<file path="src/rtl/mcu8_exec_pkg.sv">
package mcu8_exec_pkg;

  // ==========================================================
  // Operation codes presented by the sequencer
  // ==========================================================
  typedef enum logic [5:0] {
    OP_MOV_A_M, OP_MOV_M_A, OP_MOVB0_A_M, OP_MOVB0_M_A,
    OP_MOV_A_I, OP_MOVB0_M_I, OP_XCH, OP_XCHB0, OP_ROMRD,
    OP_ADC_A, OP_ADC_M, OP_ADD_A, OP_ADD_M, OP_ADDB0_M, OP_ADD_I,
    OP_SBC_A, OP_SBC_M, OP_SUB_A, OP_SUB_M, OP_SUB_I,
    OP_AND_A, OP_AND_M, OP_AND_I, OP_OR_A, OP_OR_M, OP_OR_I,
    OP_XOR_A, OP_XOR_M, OP_XOR_I,
    OP_SWAP_A, OP_SWAP_M, OP_RRC_A, OP_RRC_M, OP_RLC_A, OP_RLC_M,
    OP_CLR, OP_BIT_CLEAR, OP_BIT_SET
  } op_t;

  // ==========================================================
  // Address map and reset values
  // ==========================================================
  localparam logic [7:0] SYSREG_IMM_LO = 8'h80;
  localparam logic [7:0] SYSREG_IMM_HI = 8'h87;
  localparam logic [7:0] ACC_RST = 8'h00;
  localparam logic [7:0] R_RST = 8'h00;
  localparam logic [7:0] BYTE_ZERO = 8'h00;
  localparam logic [15:0] ROM_ADDR_RST = 16'h0000;
  localparam logic FLAG_RST = 1'b0;

  // ==========================================================
  // Cycle counts, held as extra cycles beyond the first
  // ==========================================================
  localparam logic [1:0] EXTRA_NONE = 2'h0;
  localparam logic [1:0] EXTRA_RAM = 2'h1;
  localparam logic [1:0] EXTRA_ROM = 2'h1;
  localparam logic [1:0] COUNT_LAST = 2'h1;

  // Operand below the system register space is data RAM
  function automatic logic is_ram(input logic [7:0] addr);
    is_ram = ~addr[7];
  endfunction : is_ram

  function automatic logic is_bank0(input op_t op);
    is_bank0 = (op == OP_MOVB0_A_M) || (op == OP_MOVB0_M_A) ||
               (op == OP_MOVB0_M_I) || (op == OP_XCHB0) ||
               (op == OP_ADDB0_M);
  endfunction : is_bank0

  function automatic logic [1:0] extra_cycles(input op_t op,
                                              input logic [7:0] addr);
    unique case (op)
      OP_ROMRD: extra_cycles = EXTRA_ROM;
      OP_XCH, OP_XCHB0, OP_ADC_M, OP_ADD_M, OP_ADDB0_M, OP_SBC_M,
      OP_SUB_M, OP_AND_M, OP_OR_M, OP_XOR_M, OP_SWAP_M, OP_RRC_M,
      OP_RLC_M, OP_BIT_CLEAR, OP_BIT_SET:
        extra_cycles = is_ram(addr) ? EXTRA_RAM : EXTRA_NONE;
      default: extra_cycles = EXTRA_NONE;
    endcase
  endfunction : extra_cycles

endpackage : mcu8_exec_pkg

</file>
<file path="src/rtl/mcu8_cycle_timer.sv">
`timescale 1ns/1ps
module mcu8_cycle_timer
  import mcu8_exec_pkg::*;
(
  input wire logic i_mclk,
  input wire logic i_rst_n,
  input wire logic i_ce,
  input wire logic i_load,
  input wire logic [1:0] i_extra,
  output logic o_fire
);

  logic [1:0] count_ff;

  // ==========================================================
  // Countdown of the remaining cycles
  // ==========================================================
  always_ff @(posedge i_mclk or negedge i_rst_n) begin
    if (!i_rst_n) begin
      count_ff <= EXTRA_NONE;
    end else if (i_ce) begin
      if (i_load) begin
        count_ff <= i_extra;
      end else if (count_ff != EXTRA_NONE) begin
        count_ff <= count_ff - 2'h1;
      end
    end
  end

  assign o_fire = i_ce && (count_ff == COUNT_LAST);

endmodule : mcu8_cycle_timer

</file>
<file path="src/rtl/mcu8_alu_core.sv">
`timescale 1ns/1ps
module mcu8_alu_core
  import mcu8_exec_pkg::*;
(
  input wire op_t i_op,
  input wire logic [7:0] i_acc,
  input wire logic [7:0] i_mem,
  input wire logic [7:0] i_imm,
  input wire logic [7:0] i_addr,
  input wire logic [2:0] i_bit,
  input wire logic i_carry,
  output logic [7:0] o_acc_val,
  output logic [7:0] o_mem_val,
  output logic o_wr_acc,
  output logic o_wr_mem,
  output logic o_c,
  output logic o_dc,
  output logic o_z,
  output logic o_upd_c,
  output logic o_upd_dc,
  output logic o_upd_z
);

  // Returns {carry out, carry out of bit 3, sum}
  function automatic logic [9:0] add8(input logic [7:0] a,
                                      input logic [7:0] b,
                                      input logic cin);
    logic [4:0] lo;
    logic [4:0] hi;
    lo = {1'b0, a[3:0]} + {1'b0, b[3:0]} + {4'h0, cin};
    hi = {1'b0, a[7:4]} + {1'b0, b[7:4]} + {4'h0, lo[4]};
    add8 = {hi[4], lo[4], hi[3:0], lo[3:0]};
  endfunction : add8

  logic [9:0] sum;
  logic [7:0] b_opnd;
  logic cin;
  logic [7:0] bit_mask;

  always_comb begin
    bit_mask = 8'h01 << i_bit;
    unique case (i_op)
      OP_ADD_I, OP_SUB_I, OP_AND_I, OP_OR_I, OP_XOR_I: b_opnd = i_imm;
      default: b_opnd = i_mem;
    endcase
    // Subtraction as A + ~M + C: carry out means no borrow
    unique case (i_op)
      OP_ADC_A, OP_ADC_M: cin = i_carry;
      OP_SBC_A, OP_SBC_M: cin = i_carry;
      OP_SUB_A, OP_SUB_M, OP_SUB_I: cin = 1'b1;
      default: cin = 1'b0;
    endcase
    unique case (i_op)
      OP_SBC_A, OP_SBC_M, OP_SUB_A, OP_SUB_M, OP_SUB_I: begin
        sum = add8(i_acc, ~b_opnd, cin);
      end
      default: sum = add8(i_acc, b_opnd, cin);
    endcase
  end

  always_comb begin
    o_acc_val = i_acc;
    o_mem_val = i_mem;
    o_wr_acc = 1'b0;
    o_wr_mem = 1'b0;
    o_c = i_carry;
    o_dc = sum[8];
    o_upd_c = 1'b0;
    o_upd_dc = 1'b0;
    o_upd_z = 1'b0;
    unique case (i_op)
      OP_MOV_A_M, OP_MOVB0_A_M: begin
        o_acc_val = i_mem;
        o_wr_acc = 1'b1;
        o_upd_z = 1'b1;
      end
      OP_MOV_M_A, OP_MOVB0_M_A: begin
        o_mem_val = i_acc;
        o_wr_mem = 1'b1;
      end
      OP_MOV_A_I: begin
        o_acc_val = i_imm;
        o_wr_acc = 1'b1;
      end
      OP_MOVB0_M_I: begin
        o_mem_val = i_imm;
        // Writes outside the small system window are dropped
        o_wr_mem = (i_addr >= SYSREG_IMM_LO) && (i_addr <= SYSREG_IMM_HI);
      end
      OP_XCH, OP_XCHB0: begin
        o_acc_val = i_mem;
        o_mem_val = i_acc;
        o_wr_acc = 1'b1;
        o_wr_mem = 1'b1;
      end
      OP_ADC_A, OP_ADD_A, OP_ADD_I, OP_SBC_A, OP_SUB_A, OP_SUB_I: begin
        o_acc_val = sum[7:0];
        o_wr_acc = 1'b1;
        o_c = sum[9];
        {o_upd_c, o_upd_dc, o_upd_z} = 3'b111;
      end
      OP_ADC_M, OP_ADD_M, OP_SBC_M, OP_SUB_M: begin
        o_mem_val = sum[7:0];
        o_wr_mem = 1'b1;
        o_c = sum[9];
        {o_upd_c, o_upd_dc, o_upd_z} = 3'b111;
      end
      OP_ADDB0_M: begin
        o_mem_val = sum[7:0];
        o_wr_mem = 1'b1;
        o_c = sum[9];
        {o_upd_c, o_upd_z} = 2'b11;
      end
      OP_AND_A, OP_AND_I: begin
        o_acc_val = i_acc & b_opnd;
        o_wr_acc = 1'b1;
        o_upd_z = 1'b1;
      end
      OP_OR_A, OP_OR_I: begin
        o_acc_val = i_acc | b_opnd;
        o_wr_acc = 1'b1;
        o_upd_z = 1'b1;
      end
      OP_XOR_A, OP_XOR_I: begin
        o_acc_val = i_acc ^ b_opnd;
        o_wr_acc = 1'b1;
        o_upd_z = 1'b1;
      end
      OP_AND_M, OP_OR_M, OP_XOR_M: begin
        o_mem_val = (i_op == OP_AND_M) ? (i_acc & i_mem) :
                    (i_op == OP_OR_M) ? (i_acc | i_mem) : (i_acc ^ i_mem);
        o_wr_mem = 1'b1;
        o_upd_z = 1'b1;
      end
      OP_SWAP_A: begin
        o_acc_val = {i_mem[3:0], i_mem[7:4]};
        o_wr_acc = 1'b1;
      end
      OP_SWAP_M: begin
        o_mem_val = {i_mem[3:0], i_mem[7:4]};
        o_wr_mem = 1'b1;
      end
      OP_RRC_A, OP_RRC_M: begin
        o_acc_val = {i_carry, i_mem[7:1]};
        o_mem_val = {i_carry, i_mem[7:1]};
        o_wr_acc = (i_op == OP_RRC_A);
        o_wr_mem = (i_op == OP_RRC_M);
        o_c = i_mem[0];
        o_upd_c = 1'b1;
      end
      OP_RLC_A, OP_RLC_M: begin
        o_acc_val = {i_mem[6:0], i_carry};
        o_mem_val = {i_mem[6:0], i_carry};
        o_wr_acc = (i_op == OP_RLC_A);
        o_wr_mem = (i_op == OP_RLC_M);
        o_c = i_mem[7];
        o_upd_c = 1'b1;
      end
      OP_CLR: begin
        o_mem_val = BYTE_ZERO;
        o_wr_mem = 1'b1;
      end
      OP_BIT_CLEAR: begin
        o_mem_val = i_mem & ~bit_mask;
        o_wr_mem = 1'b1;
      end
      OP_BIT_SET: begin
        o_mem_val = i_mem | bit_mask;
        o_wr_mem = 1'b1;
      end
      default: begin
        o_wr_acc = 1'b0;
      end
    endcase
    o_z = o_wr_acc ? (o_acc_val == BYTE_ZERO) : (o_mem_val == BYTE_ZERO);
  end

endmodule : mcu8_alu_core

</file>
<file path="src/rtl/mcu8_move_arith_logic_exec.sv">
// Functional notes
// - Bank-zero load: acc gets byte, Z only
// - Bank-zero store: acc to memory, no flags
// - Immediate move only to 0x80..0x87, one cycle
// - Exchange swaps acc and memory, 1+N, flagless
// - Table read Y:Z into R and acc, 2
// - Add with carry sets C, DC, Z
// - Immediate add sets carry, one cycle
// - Bank-zero add writes memory, C and Z, 1+N
// - Subtract with borrow: C cleared on borrow
// - Plain subtract ignores carry, 1 or 1+N
// - Immediate subtract, C cleared on borrow
// - Logic ops touch Z only; 1 or 1+N
// - Nibble swap, no flags, 1 or 1+N
// - Rotates through carry, C only
// - Bit clear/set 1+N; byte clear one cycle
// - N is 0 for sysreg, 1 for RAM
`timescale 1ns/1ps
module mcu8_move_arith_logic_exec
  import mcu8_exec_pkg::*;
(
  input wire logic i_mclk,
  input wire logic i_rst_n,
  input wire logic i_ce,
  input wire logic i_start,
  input wire op_t i_op,
  input wire logic [7:0] i_mem_addr,
  input wire logic [7:0] i_mem_rdata,
  input wire logic [7:0] i_imm,
  input wire logic [2:0] i_bit_sel,
  input wire logic [7:0] i_ptr_y,
  input wire logic [7:0] i_ptr_z,
  input wire logic [15:0] i_rom_data,
  output logic [7:0] o_acc_ff,
  output logic [7:0] o_r_ff,
  output logic o_carry_ff,
  output logic o_half_carry_ff,
  output logic o_zero_ff,
  output logic o_mem_we_ff,
  output logic [7:0] o_mem_addr_ff,
  output logic [7:0] o_mem_wdata_ff,
  output logic o_mem_bank0_ff,
  output logic o_rom_rd_ff,
  output logic [15:0] o_rom_addr_ff,
  output logic o_busy_ff,
  output logic o_done_ff
);

  // ==========================================================
  // Issue and cycle timing
  // ==========================================================
  logic accept;
  logic [1:0] extra;
  logic fire;
  logic commit;

  assign accept = i_ce && i_start && !o_busy_ff;
  assign extra = extra_cycles(i_op, i_mem_addr);
  assign commit = (accept && (extra == EXTRA_NONE)) || fire;

  mcu8_cycle_timer u_timer (
    .i_mclk(i_mclk),
    .i_rst_n(i_rst_n),
    .i_ce(i_ce),
    .i_load(accept),
    .i_extra(extra),
    .o_fire(fire)
  );

  // ==========================================================
  // Function unit
  // ==========================================================
  logic [7:0] alu_acc;
  logic [7:0] alu_mem;
  logic alu_wr_acc;
  logic alu_wr_mem;
  logic alu_c;
  logic alu_dc;
  logic alu_z;
  logic alu_upd_c;
  logic alu_upd_dc;
  logic alu_upd_z;

  mcu8_alu_core u_alu (
    .i_op(i_op),
    .i_acc(o_acc_ff),
    .i_mem(i_mem_rdata),
    .i_imm(i_imm),
    .i_addr(i_mem_addr),
    .i_bit(i_bit_sel),
    .i_carry(o_carry_ff),
    .o_acc_val(alu_acc),
    .o_mem_val(alu_mem),
    .o_wr_acc(alu_wr_acc),
    .o_wr_mem(alu_wr_mem),
    .o_c(alu_c),
    .o_dc(alu_dc),
    .o_z(alu_z),
    .o_upd_c(alu_upd_c),
    .o_upd_dc(alu_upd_dc),
    .o_upd_z(alu_upd_z)
  );

  // ==========================================================
  // Pending results of a multi-cycle operation
  // ==========================================================
  // Results are computed at issue so the operand bus is free
  // for the sequencer while the extra cycle runs.
  logic [7:0] pend_acc_ff;
  logic [7:0] pend_mem_ff;
  logic pend_wr_acc_ff;
  logic pend_wr_mem_ff;
  logic pend_rom_ff;
  logic [5:0] pend_flag_ff;
  logic [7:0] pend_addr_ff;
  logic pend_bank0_ff;

  always_ff @(posedge i_mclk or negedge i_rst_n) begin
    if (!i_rst_n) begin
      pend_acc_ff <= ACC_RST;
      pend_mem_ff <= BYTE_ZERO;
      pend_wr_acc_ff <= 1'b0;
      pend_wr_mem_ff <= 1'b0;
      pend_rom_ff <= 1'b0;
      pend_flag_ff <= 6'h00;
      pend_addr_ff <= BYTE_ZERO;
      pend_bank0_ff <= 1'b0;
    end else if (i_ce && accept) begin
      pend_acc_ff <= alu_acc;
      pend_mem_ff <= alu_mem;
      pend_wr_acc_ff <= alu_wr_acc;
      pend_wr_mem_ff <= alu_wr_mem;
      pend_rom_ff <= (i_op == OP_ROMRD);
      pend_flag_ff <= {alu_upd_c, alu_upd_dc, alu_upd_z,
                       alu_c, alu_dc, alu_z};
      pend_addr_ff <= i_mem_addr;
      pend_bank0_ff <= is_bank0(i_op);
    end
  end

  // Commit source: the unit itself for one-cycle work
  logic [7:0] nxt_acc_val;
  logic [7:0] nxt_mem_val;
  logic nxt_wr_acc;
  logic nxt_wr_mem;
  logic [5:0] nxt_flag;
  logic [7:0] nxt_addr;
  logic nxt_bank0;

  always_comb begin
    if (fire) begin
      nxt_acc_val = pend_rom_ff ? i_rom_data[7:0] : pend_acc_ff;
      nxt_mem_val = pend_mem_ff;
      nxt_wr_acc = pend_wr_acc_ff || pend_rom_ff;
      nxt_wr_mem = pend_wr_mem_ff;
      nxt_flag = pend_flag_ff;
      nxt_addr = pend_addr_ff;
      nxt_bank0 = pend_bank0_ff;
    end else begin
      nxt_acc_val = alu_acc;
      nxt_mem_val = alu_mem;
      nxt_wr_acc = alu_wr_acc;
      nxt_wr_mem = alu_wr_mem;
      nxt_flag = {alu_upd_c, alu_upd_dc, alu_upd_z, alu_c, alu_dc, alu_z};
      nxt_addr = i_mem_addr;
      nxt_bank0 = is_bank0(i_op);
    end
  end

  // ==========================================================
  // Accumulator, R and status flags
  // ==========================================================
  always_ff @(posedge i_mclk or negedge i_rst_n) begin
    if (!i_rst_n) begin
      o_acc_ff <= ACC_RST;
      o_r_ff <= R_RST;
    end else if (i_ce && commit) begin
      if (fire && pend_rom_ff) begin
        o_r_ff <= i_rom_data[15:8];
      end
      if (nxt_wr_acc) begin
        o_acc_ff <= nxt_acc_val;
      end
    end
  end

  always_ff @(posedge i_mclk or negedge i_rst_n) begin
    if (!i_rst_n) begin
      o_carry_ff <= FLAG_RST;
      o_half_carry_ff <= FLAG_RST;
      o_zero_ff <= FLAG_RST;
    end else if (i_ce && commit) begin
      if (nxt_flag[5]) begin
        o_carry_ff <= nxt_flag[2];
      end
      if (nxt_flag[4]) begin
        o_half_carry_ff <= nxt_flag[1];
      end
      if (nxt_flag[3]) begin
        o_zero_ff <= nxt_flag[0];
      end
    end
  end

  // ==========================================================
  // Memory write port, ROM port and handshake
  // ==========================================================
  always_ff @(posedge i_mclk or negedge i_rst_n) begin
    if (!i_rst_n) begin
      o_mem_we_ff <= 1'b0;
      o_mem_addr_ff <= BYTE_ZERO;
      o_mem_wdata_ff <= BYTE_ZERO;
      o_mem_bank0_ff <= 1'b0;
    end else if (i_ce) begin
      o_mem_we_ff <= commit && nxt_wr_mem;
      if (commit) begin
        o_mem_addr_ff <= nxt_addr;
        o_mem_wdata_ff <= nxt_mem_val;
        o_mem_bank0_ff <= nxt_bank0;
      end
    end
  end

  always_ff @(posedge i_mclk or negedge i_rst_n) begin
    if (!i_rst_n) begin
      o_rom_rd_ff <= 1'b0;
      o_rom_addr_ff <= ROM_ADDR_RST;
    end else if (i_ce) begin
      o_rom_rd_ff <= accept && (i_op == OP_ROMRD);
      if (accept && (i_op == OP_ROMRD)) begin
        o_rom_addr_ff <= {i_ptr_y, i_ptr_z};
      end
    end
  end

  always_ff @(posedge i_mclk or negedge i_rst_n) begin
    if (!i_rst_n) begin
      o_busy_ff <= 1'b0;
      o_done_ff <= 1'b0;
    end else if (i_ce) begin
      o_done_ff <= commit;
      if (accept && (extra != EXTRA_NONE)) begin
        o_busy_ff <= 1'b1;
      end else if (fire) begin
        o_busy_ff <= 1'b0;
      end
    end
  end
endmodule : mcu8_move_arith_logic_exec

</file>
<file path="config.mk">
export PLATFORM = sky130hd
export DESIGN_NAME = mcu8_move_arith_logic_exec
export DESIGN_NICKNAME = d
export VERILOG_FILES = /design/src/rtl/mcu8_exec_pkg.sv /design/src/rtl/mcu8_cycle_timer.sv /design/src/rtl/mcu8_alu_core.sv /design/src/rtl/mcu8_move_arith_logic_exec.sv
export SDC_FILE = /design/constraint.sdc
export NUM_CORES = 1
export LEC_CHECK = 0
export ABC_CLOCK_PERIOD_IN_PS = 5200
export BUFFER_PORTS_ARGS = -buffer_cell sky130_fd_sc_hd__buf_2
export CAP_MARGIN = 15
export CELL_PAD_IN_SITES_DETAIL_PLACEMENT = 1
export CELL_PAD_IN_SITES_GLOBAL_PLACEMENT = 1
export CORE_UTILIZATION = 40
export DETAILED_ROUTE_END_ITERATION = 16
export HOLD_SLACK_MARGIN = 0.12
export MAX_ROUTING_LAYER = met4
export PLACE_DENSITY = 0.74
export SLEW_MARGIN = 10
export SYNTH_ARGS = -nofsm -noshare
export SYNTH_HDL_FRONTEND = slang
export SYNTH_SLANG_ARGS = --single-unit
</file>
<file path="constraint.sdc">
create_clock -name i_mclk -period 5.2 [get_ports i_mclk]
set_clock_uncertainty 0.15 [all_clocks]
set_input_delay 1.04 -clock i_mclk [delete_from_list [all_inputs] [get_ports i_mclk]]
set_output_delay 1.04 -clock i_mclk [all_outputs]
set_load 0.05 [all_outputs]
</file>
Word level (Yosys, flattened, before mapping)
Index checks and enable logic that the tools add are counted.
{"block": "classes", "n_addsub": 9, "n_lt_le_gt_ge": 2, "eq_ne": 38, "shift": 1, "mux": 28, "bitwise_logic": 10, "reduce_logical": 56}
{"operator": "$eq 6x5->1 const B", "count": 16}
{"operator": "$pmux 8 s10", "count": 1}
{"operator": "$pmux 8 s9", "count": 1}
{"operator": "$mux 8", "count": 7}
{"operator": "$eq 6x4->1 const B", "count": 8}
{"operator": "$eq 6x6->1 const B", "count": 6}
{"operator": "$reduce_or 15->1", "count": 2}
{"operator": "$and 8x8->8", "count": 3}
{"operator": "$eq 6x3->1 const B", "count": 4}
{"operator": "$or 8x8->8", "count": 3}
{"operator": "$reduce_or 22->1", "count": 1}
{"operator": "$add 4x4->5", "count": 4}
{"operator": "$add 5x1->5", "count": 4}
{"operator": "$reduce_and 2->1", "count": 9}
{"operator": "$reduce_or 18->1", "count": 1}
{"operator": "$logic_not 8->1", "count": 2}
{"operator": "$not 8->8", "count": 2}
{"operator": "$reduce_or 16->1", "count": 1}
{"operator": "$xor 8x8->8", "count": 2}
{"operator": "$reduce_or 5->1", "count": 3}
{"operator": "$eq 6x2->1 const B", "count": 2}
{"operator": "$reduce_or 4->1", "count": 3}
{"operator": "$logic_and 1x1->1", "count": 11}
{"operator": "$reduce_or 11->1", "count": 1}
{"operator": "other kinds (22)", "count": 47}
{"block": "word_totals", "reg_bits": 92, "inputBits": 69, "elab_cells": 166}

Longest topological paths before layout
{"block": "logic_depth", "depth_word": 13, "mapped_depth": 27, "ltp_nobuf": 23}

Hierarchy
A second synthesis with hierarchy kept.
{"block": "hier_totals", "cells_unflattened": 840, "hier_area_um2": 7549.7}
{"module": "mcu8_move_arith_logic_exec", "instances": 1, "cells_per_inst": 365, "area_per_inst_um2": 4090.2, "seq_area_each_um2": 2252.2}
{"module": "mcu8_alu_core", "instances": 1, "cells_per_inst": 458, "area_per_inst_um2": 3311.9, "seq_area_each_um2": 0.0}
{"module": "mcu8_cycle_timer", "instances": 1, "cells_per_inst": 17, "area_per_inst_um2": 147.6, "seq_area_each_um2": 50.0}

Worst setup path before layout
Ideal clock, no wire load.
{"block": "synth_timing", "kind": "input port to flip-flop", "from": "input i_op[3]", "to": "register pend_flag_ff[0]", "setup_time_ps": 82, "arrival_time_ps": 5850, "setup_slack_ps": -882, "cell_stages": 27, "n_path_buf": 6, "path_cell_list": "buf_2 > buf_2 > buf_2 > buf_2 > xor2_1 > nand3_1 > a21oi_1 > clkbuf_1 > a21o_1 > inv_1 > ha_1 > clkbuf_1 > nor2_1 > nor2_1 > nor2_1 > nor2_1 > inv_1 > fa_1 > fa_1 > and3_1 > a22oi_1 > a221oi_1 > nor4_1 > nand4_1 > a211oi_1 > nand4_1 > a31oi_1"}
{"block": "synth_between", "elab_chain_len": 11, "elab_cells_between_ends": 75, "cone_classes": "add/sub: 8; eq/ne: 36; mux: 9; bitwise: 4; reduce/logical: 18"}
{"element": "from (decl)", "line_no": "mcu8_move_arith_logic_exec.sv:26", "text": "input wire op_t i_op,"}
{"element": "$eq 6x4->1, or another cell as far along", "line_no": "mcu8_alu_core.sv:42, mcu8_alu_core.sv:71"}
{"element": "$reduce_or 5->1", "line_no": "mcu8_alu_core.sv:42", "text": "unique case (i_op)"}
{"element": "$mux 8", "line_no": "mcu8_alu_core.sv:42"}
{"element": "$not 8->8", "line_no": "mcu8_alu_core.sv:55", "text": "sum = add8(i_acc, ~b_opnd, cin);"}
{"element": "$add 4x4->5", "line_no": "mcu8_alu_core.sv:30", "text": "lo = {1'b0, a[3:0]} + {1'b0, b[3:0]} + {4'h0, cin};"}
{"element": "$add 5x1->5", "line_no": "mcu8_alu_core.sv:30"}
{"element": "$add 5x1->5", "line_no": "mcu8_alu_core.sv:31", "text": "hi = {1'b0, a[7:4]} + {1'b0, b[7:4]} + {4'h0, lo[4]};"}
{"element": "$mux 10", "line_no": "mcu8_alu_core.sv:53", "text": "unique case (i_op)"}
{"element": "$pmux 8 s10 or $pmux 8 s9 (tied branches)", "line_no": "mcu8_alu_core.sv:71", "text": "unique case (i_op)"}
{"element": "$logic_not 8->1", "line_no": "mcu8_alu_core.sv:175", "text": "o_z = o_wr_acc ? (o_acc_val == BYTE_ZERO) : (o_mem_val == BYTE_ZERO);"}
{"element": "$mux 1 (*)", "line_no": "mcu8_alu_core.sv:175"}
{"element": "to (signal assigned)", "line_no": "mcu8_move_arith_logic_exec.sv:134", "text": "pend_flag_ff <= {alu_upd_c, alu_upd_dc, alu_upd_z,"}
{"element": "to (decl)", "line_no": "mcu8_move_arith_logic_exec.sv:114", "text": "logic [5:0] pend_flag_ff;"}
Every way passes the cells marked *; elsewhere a longest branch is shown, timed or not.
A chain may end at the register's enable or synchronous reset.

Worst setup path after layout
{"block": "layout_timing", "from": "input i_op[2]", "to": "register o_mem_wdata_ff[5]"}
{"block": "layout_between", "elab_chain_len": 10, "elab_cells_between_ends": 61, "cone_classes": "add/sub: 8; eq/ne: 30; mux: 8; bitwise: 1; reduce/logical: 14"}
{"element": "$eq 6x4->1, or another cell as far along", "line_no": "mcu8_alu_core.sv:42"}
{"element": "$reduce_or 5->1", "line_no": "mcu8_alu_core.sv:42"}
{"element": "$mux 8", "line_no": "mcu8_alu_core.sv:42"}
{"element": "$not 8->8", "line_no": "mcu8_alu_core.sv:55"}
{"element": "$add 4x4->5", "line_no": "mcu8_alu_core.sv:30"}
{"element": "$add 5x1->5", "line_no": "mcu8_alu_core.sv:30"}
{"element": "$add 5x1->5", "line_no": "mcu8_alu_core.sv:31"}
{"element": "$mux 10", "line_no": "mcu8_alu_core.sv:53"}
{"element": "$pmux 8 s10", "line_no": "mcu8_alu_core.sv:71"}
{"element": "$mux 8", "line_no": "mcu8_move_arith_logic_exec.sv:151", "text": "if (fire) begin"}
{"element": "to (signal assigned)", "line_no": "mcu8_move_arith_logic_exec.sv:218", "text": "o_mem_wdata_ff <= nxt_mem_val;"}
{"element": "to (decl)", "line_no": "mcu8_move_arith_logic_exec.sv:41", "text": "output logic [7:0] o_mem_wdata_ff,"}
Parallel ways exist; a longest one is shown, timed or not.

==> results_dict.tcl <==
set metrics [dict create \
    wl_per_cell_um 22.55 \
    min_path_cells 2 \
    cts_max_level 3 \
    synth_edf_count 0 \
    die_area_mm2 0.01994 \
    syn_avg_cell_area_um2 8.641 \
    n_antenna_cell 0 \
    cts.sinks 92 \
    end_kind "flip-flop" \
    dpl.hpwl_um 22250 \
    slew_headroom 0.3654 \
    wl_um 29400 \
    startpoint_type "input pin" \
    setup_viol 0 \
    hold_violations 0 \
    core_mm2 0.01883 \
    syn-cell-area_mm2 0.007751 \
    finish.utilization 0.5019 \
    cts-root-buf "clkbuf_16" \
    cp.required_ps 5310 \
    clock_latency_ps 340 \
    min_to "pend_addr_ff[2]" \
    ys_seq_area_frac 0.2970 \
    area_delta_synth_final_pct 21.94 \
    pin_count 125 \
    synth_area_leader_cell "dfrtp_1" \
    synth_nets 1014 \
    slew_violations 0 \
    reg2reg_to "o_mem_wdata_ff[5]" \
    worst_pin_slew_ps 949.6 \
    reg2reg_slack_ps 730 \
    placed_cells 1283 \
    clockBufferDepth 2 \
    synth_seq_cells 92 \
    leakagePower_nw 4.471 \
    grt.overflow.total 0 \
    cap_violations 0 \
    place.gp.congestion 0.9899 \
    viasPerCell 6.105 \
    yosysTopAreaCellShare 0.2970 \
    drt_iter0_markers 603 \
    route.vias.total 7961 \
    holdBufCountCts 0 \
    reg2regPathDepth 19 \
    drive_gt1_frac 0.2864 \
    status "completed" \
    antenna_found_initial 0 \
    start_util 0.4116 \
    grt.total_usage 0.3057 \
    die_w_um 141.2 \
    p_per_area_mw_per_mm2 431.5 \
    synth_cells 897 \
    hp-class "reg2reg" \
    r2r-start "o_carry_ff" \
    final_antenna_net_count 0 \
    period_minus_slack_ps 5135 \
    cts_buffers 9 \
    rsz0062_at_grt "true" \
    fillers 2254 \
    cts.reportedPaths.clkPinSlew_ps 60 \
    drtPass1Iterations 5 \
    tritoncts "done" \
    portBuffers 124 \
    arrival_ps 5240 \
    critPathMaxFanout 8 \
    die-height_um 141.2 \
    layout.nets 1156 \
    async_flop_share 1.000 \
    whs_ps 328.3 \
    synth_ff_type "dfrtp_1" \
    min_from "pend_addr_ff[2]" \
    synth_cell_types 86 \
    timing.final.crit_share 0.9876 \
    stdcell_area_mm2 0.009452 \
    synthTopCellsByArea "dfrtp_1, ha_1, nand2_1" \
    seqCellArea_mm2 0.002302 \
    grt_pass1_wl_um 45450 \
    ir_drop_v 0.0002972 \
    fin_cells 1304 \
    drc 0 \
    grt_pass1_vias 8009 \
    std_cell_rows 50 \
    path_class "in2reg" \
    multi_input_area_mm2 0.005099 \
    max_freq_mhz 194.7 \
    ys_warn_count 0 \
    place_area_mm2 0.008956 \
    grt_start_max_net_pins 66 \
]
power breakdown:
group	leakage [nW]	switching, mW	internal [mW]
logic	3.13	1.41	0.733
clock network	0.166	0.282	0.450
registers	1.17	0.245	0.959
total	4.47	1.94	2.14
layout make-up:
class | instances | share of cell area
well taps | 260 | 0.03442
clock inverters | 5 | 0.008737
multi-input cells | 695 | 0.5394
repair buffers | 201 | 0.1312
flip-flops and latches | 92 | 0.2436
clock buffers | 11 | 0.02674
inverters | 40 | 0.01589
Yosys cell counts (all sizes together) (8+ instances only):
master,n
a211oi,13
a21o,18
a21oi,52
a221o,10
a22o,9
a22oi,14
a31oi,8
and3,13
buf,35
clkbuf,35
dfrtp,92
fa,8
ha,40
inv,40
mux2,31
mux2i,33
nand2,107
nand2b,16
nand3,17
nand4,8
nor2,41
nor2b,21
nor3,21
nor3b,9
o211ai,12
o21ai,55
o22ai,13
per-stage QoR:
stage / worst slack (ps) / TNS [ps] / power [mW]
2_1_floorplan: -313.4 / -844.8 / 2.606
3_3_place_gp: -166.7 / -465.4 / 3.203
3_5_place_dp: -420.7 / -2046 / 3.274
4_1_cts: 3.995 / 0 / 4.020
5_1_grt: -247.5 / -760.7 / 4.313
6_report: 64.68 / 0 / 4.078
cell usage in the layout (no fill, tap or decap), types with 6 or more instances in the layout:
cell       count
a221o_1       10
nand3_1       16
a31oi_1        7
o32ai_1        7
and3_1        12
buf_4         77
clkbuf_16      9
fa_2           7
nand4_1        8
o221ai_1       6
dfrtp_1       92
buf_2        118
nor3_1        21
nand2b_1      14
nand2_1      105
o211ai_1      11
o31ai_1        6
a311oi_1       6
a22oi_1       13
a211oi_1      12
ha_1          40
a22o_1         9
mux2_2        30
inv_1         38
a21o_1        17
a21oi_1       48
o21ai_0       50
nor2_1        39
nor2b_1       21
o22ai_1       13
mux2i_1       32
nor3b_1        9
state kept, by name (all words and copies together) (netlist names), 2 cells and up:
name	flops
o_acc_ff	8
o_rom_addr_ff	16
pend_acc_ff	8
pend_flag_ff	6
pend_addr_ff	8
o_r_ff	8
u_timer.count_ff	2
pend_mem_ff	8
o_mem_wdata_ff	8
o_mem_addr_ff	8
worst max-delay path by stage:
stage / from / slack [ps] / to / depth (start not counted)
2_1_floorplan: i_op[1] / -310 / pend_flag_ff[0] / 26
3_3_place_gp: i_op[2] / -170 / o_zero_ff / 24
3_5_place_dp: i_op[2] / -420 / pend_flag_ff[0] / 24
4_1_cts: i_op[2] / 4 / pend_flag_ff[0] / 24
5_1_grt: i_op[2] / -250 / o_zero_ff / 24
6_report: i_op[2] / 60 / o_mem_wdata_ff[5] / 23
repair_timing:
item                                    CTS  global route
pin swaps                                 1            31
endpoints found under the setup margin    2            10
resized for setup                         1            34
buffers inserted                          0             6
endpoints found under the hold margin     0             0
cloned                                    0             0
layer usage:
| layer | share of wire | global-route usage |
|---|---|---|
| met1 | 0.44 | 0.4016 |
| met2 | 0.47 | 0.4857 |
| met3 | 0.055 | 0.03838 |
| met4 | 0.032 | 0.1035 |
| met5 | 0 | - |
logic make-up (layout without fill, tap and decap cells):
| family | after synthesis | in the layout | share of synthesized area |
|---|---|---|---|
| AOI/OAI and AO/OA | 276 | 276 | 0.2555 |
| adders and majority gates | 48 | 48 | 0.08523 |
| buffers and inverters | 110 | 257 | 0.06199 |
| and+or+nand+nor | 300 | 300 | 0.2047 |
| xor gates and xnor gates | 7 | 7 | 0.007910 |
| DFF | 92 | 92 | 0.2970 |
| muxes | 64 | 64 | 0.08765 |
worst max-delay path: stages:
cell and delay, ps:
buf_6 120, xnor2_2 170, nand2_1 80, o21ai_1 100, a21oi_1 110, o22ai_1 220, nand2_2 110, buf_4 140
buf_4 130, fa_2 380, inv_2 70, fa_2 190, a21o_1 120, a21oi_2 80, fa_2 370, fa_2 440
a311o_1 360, a221oi_2 290, nor4_2 90, buf_4 150, a21oi_1 210, mux2i_1 110, o21ai_1 140
No activity file was read; power rests on OpenSTA's default activity.
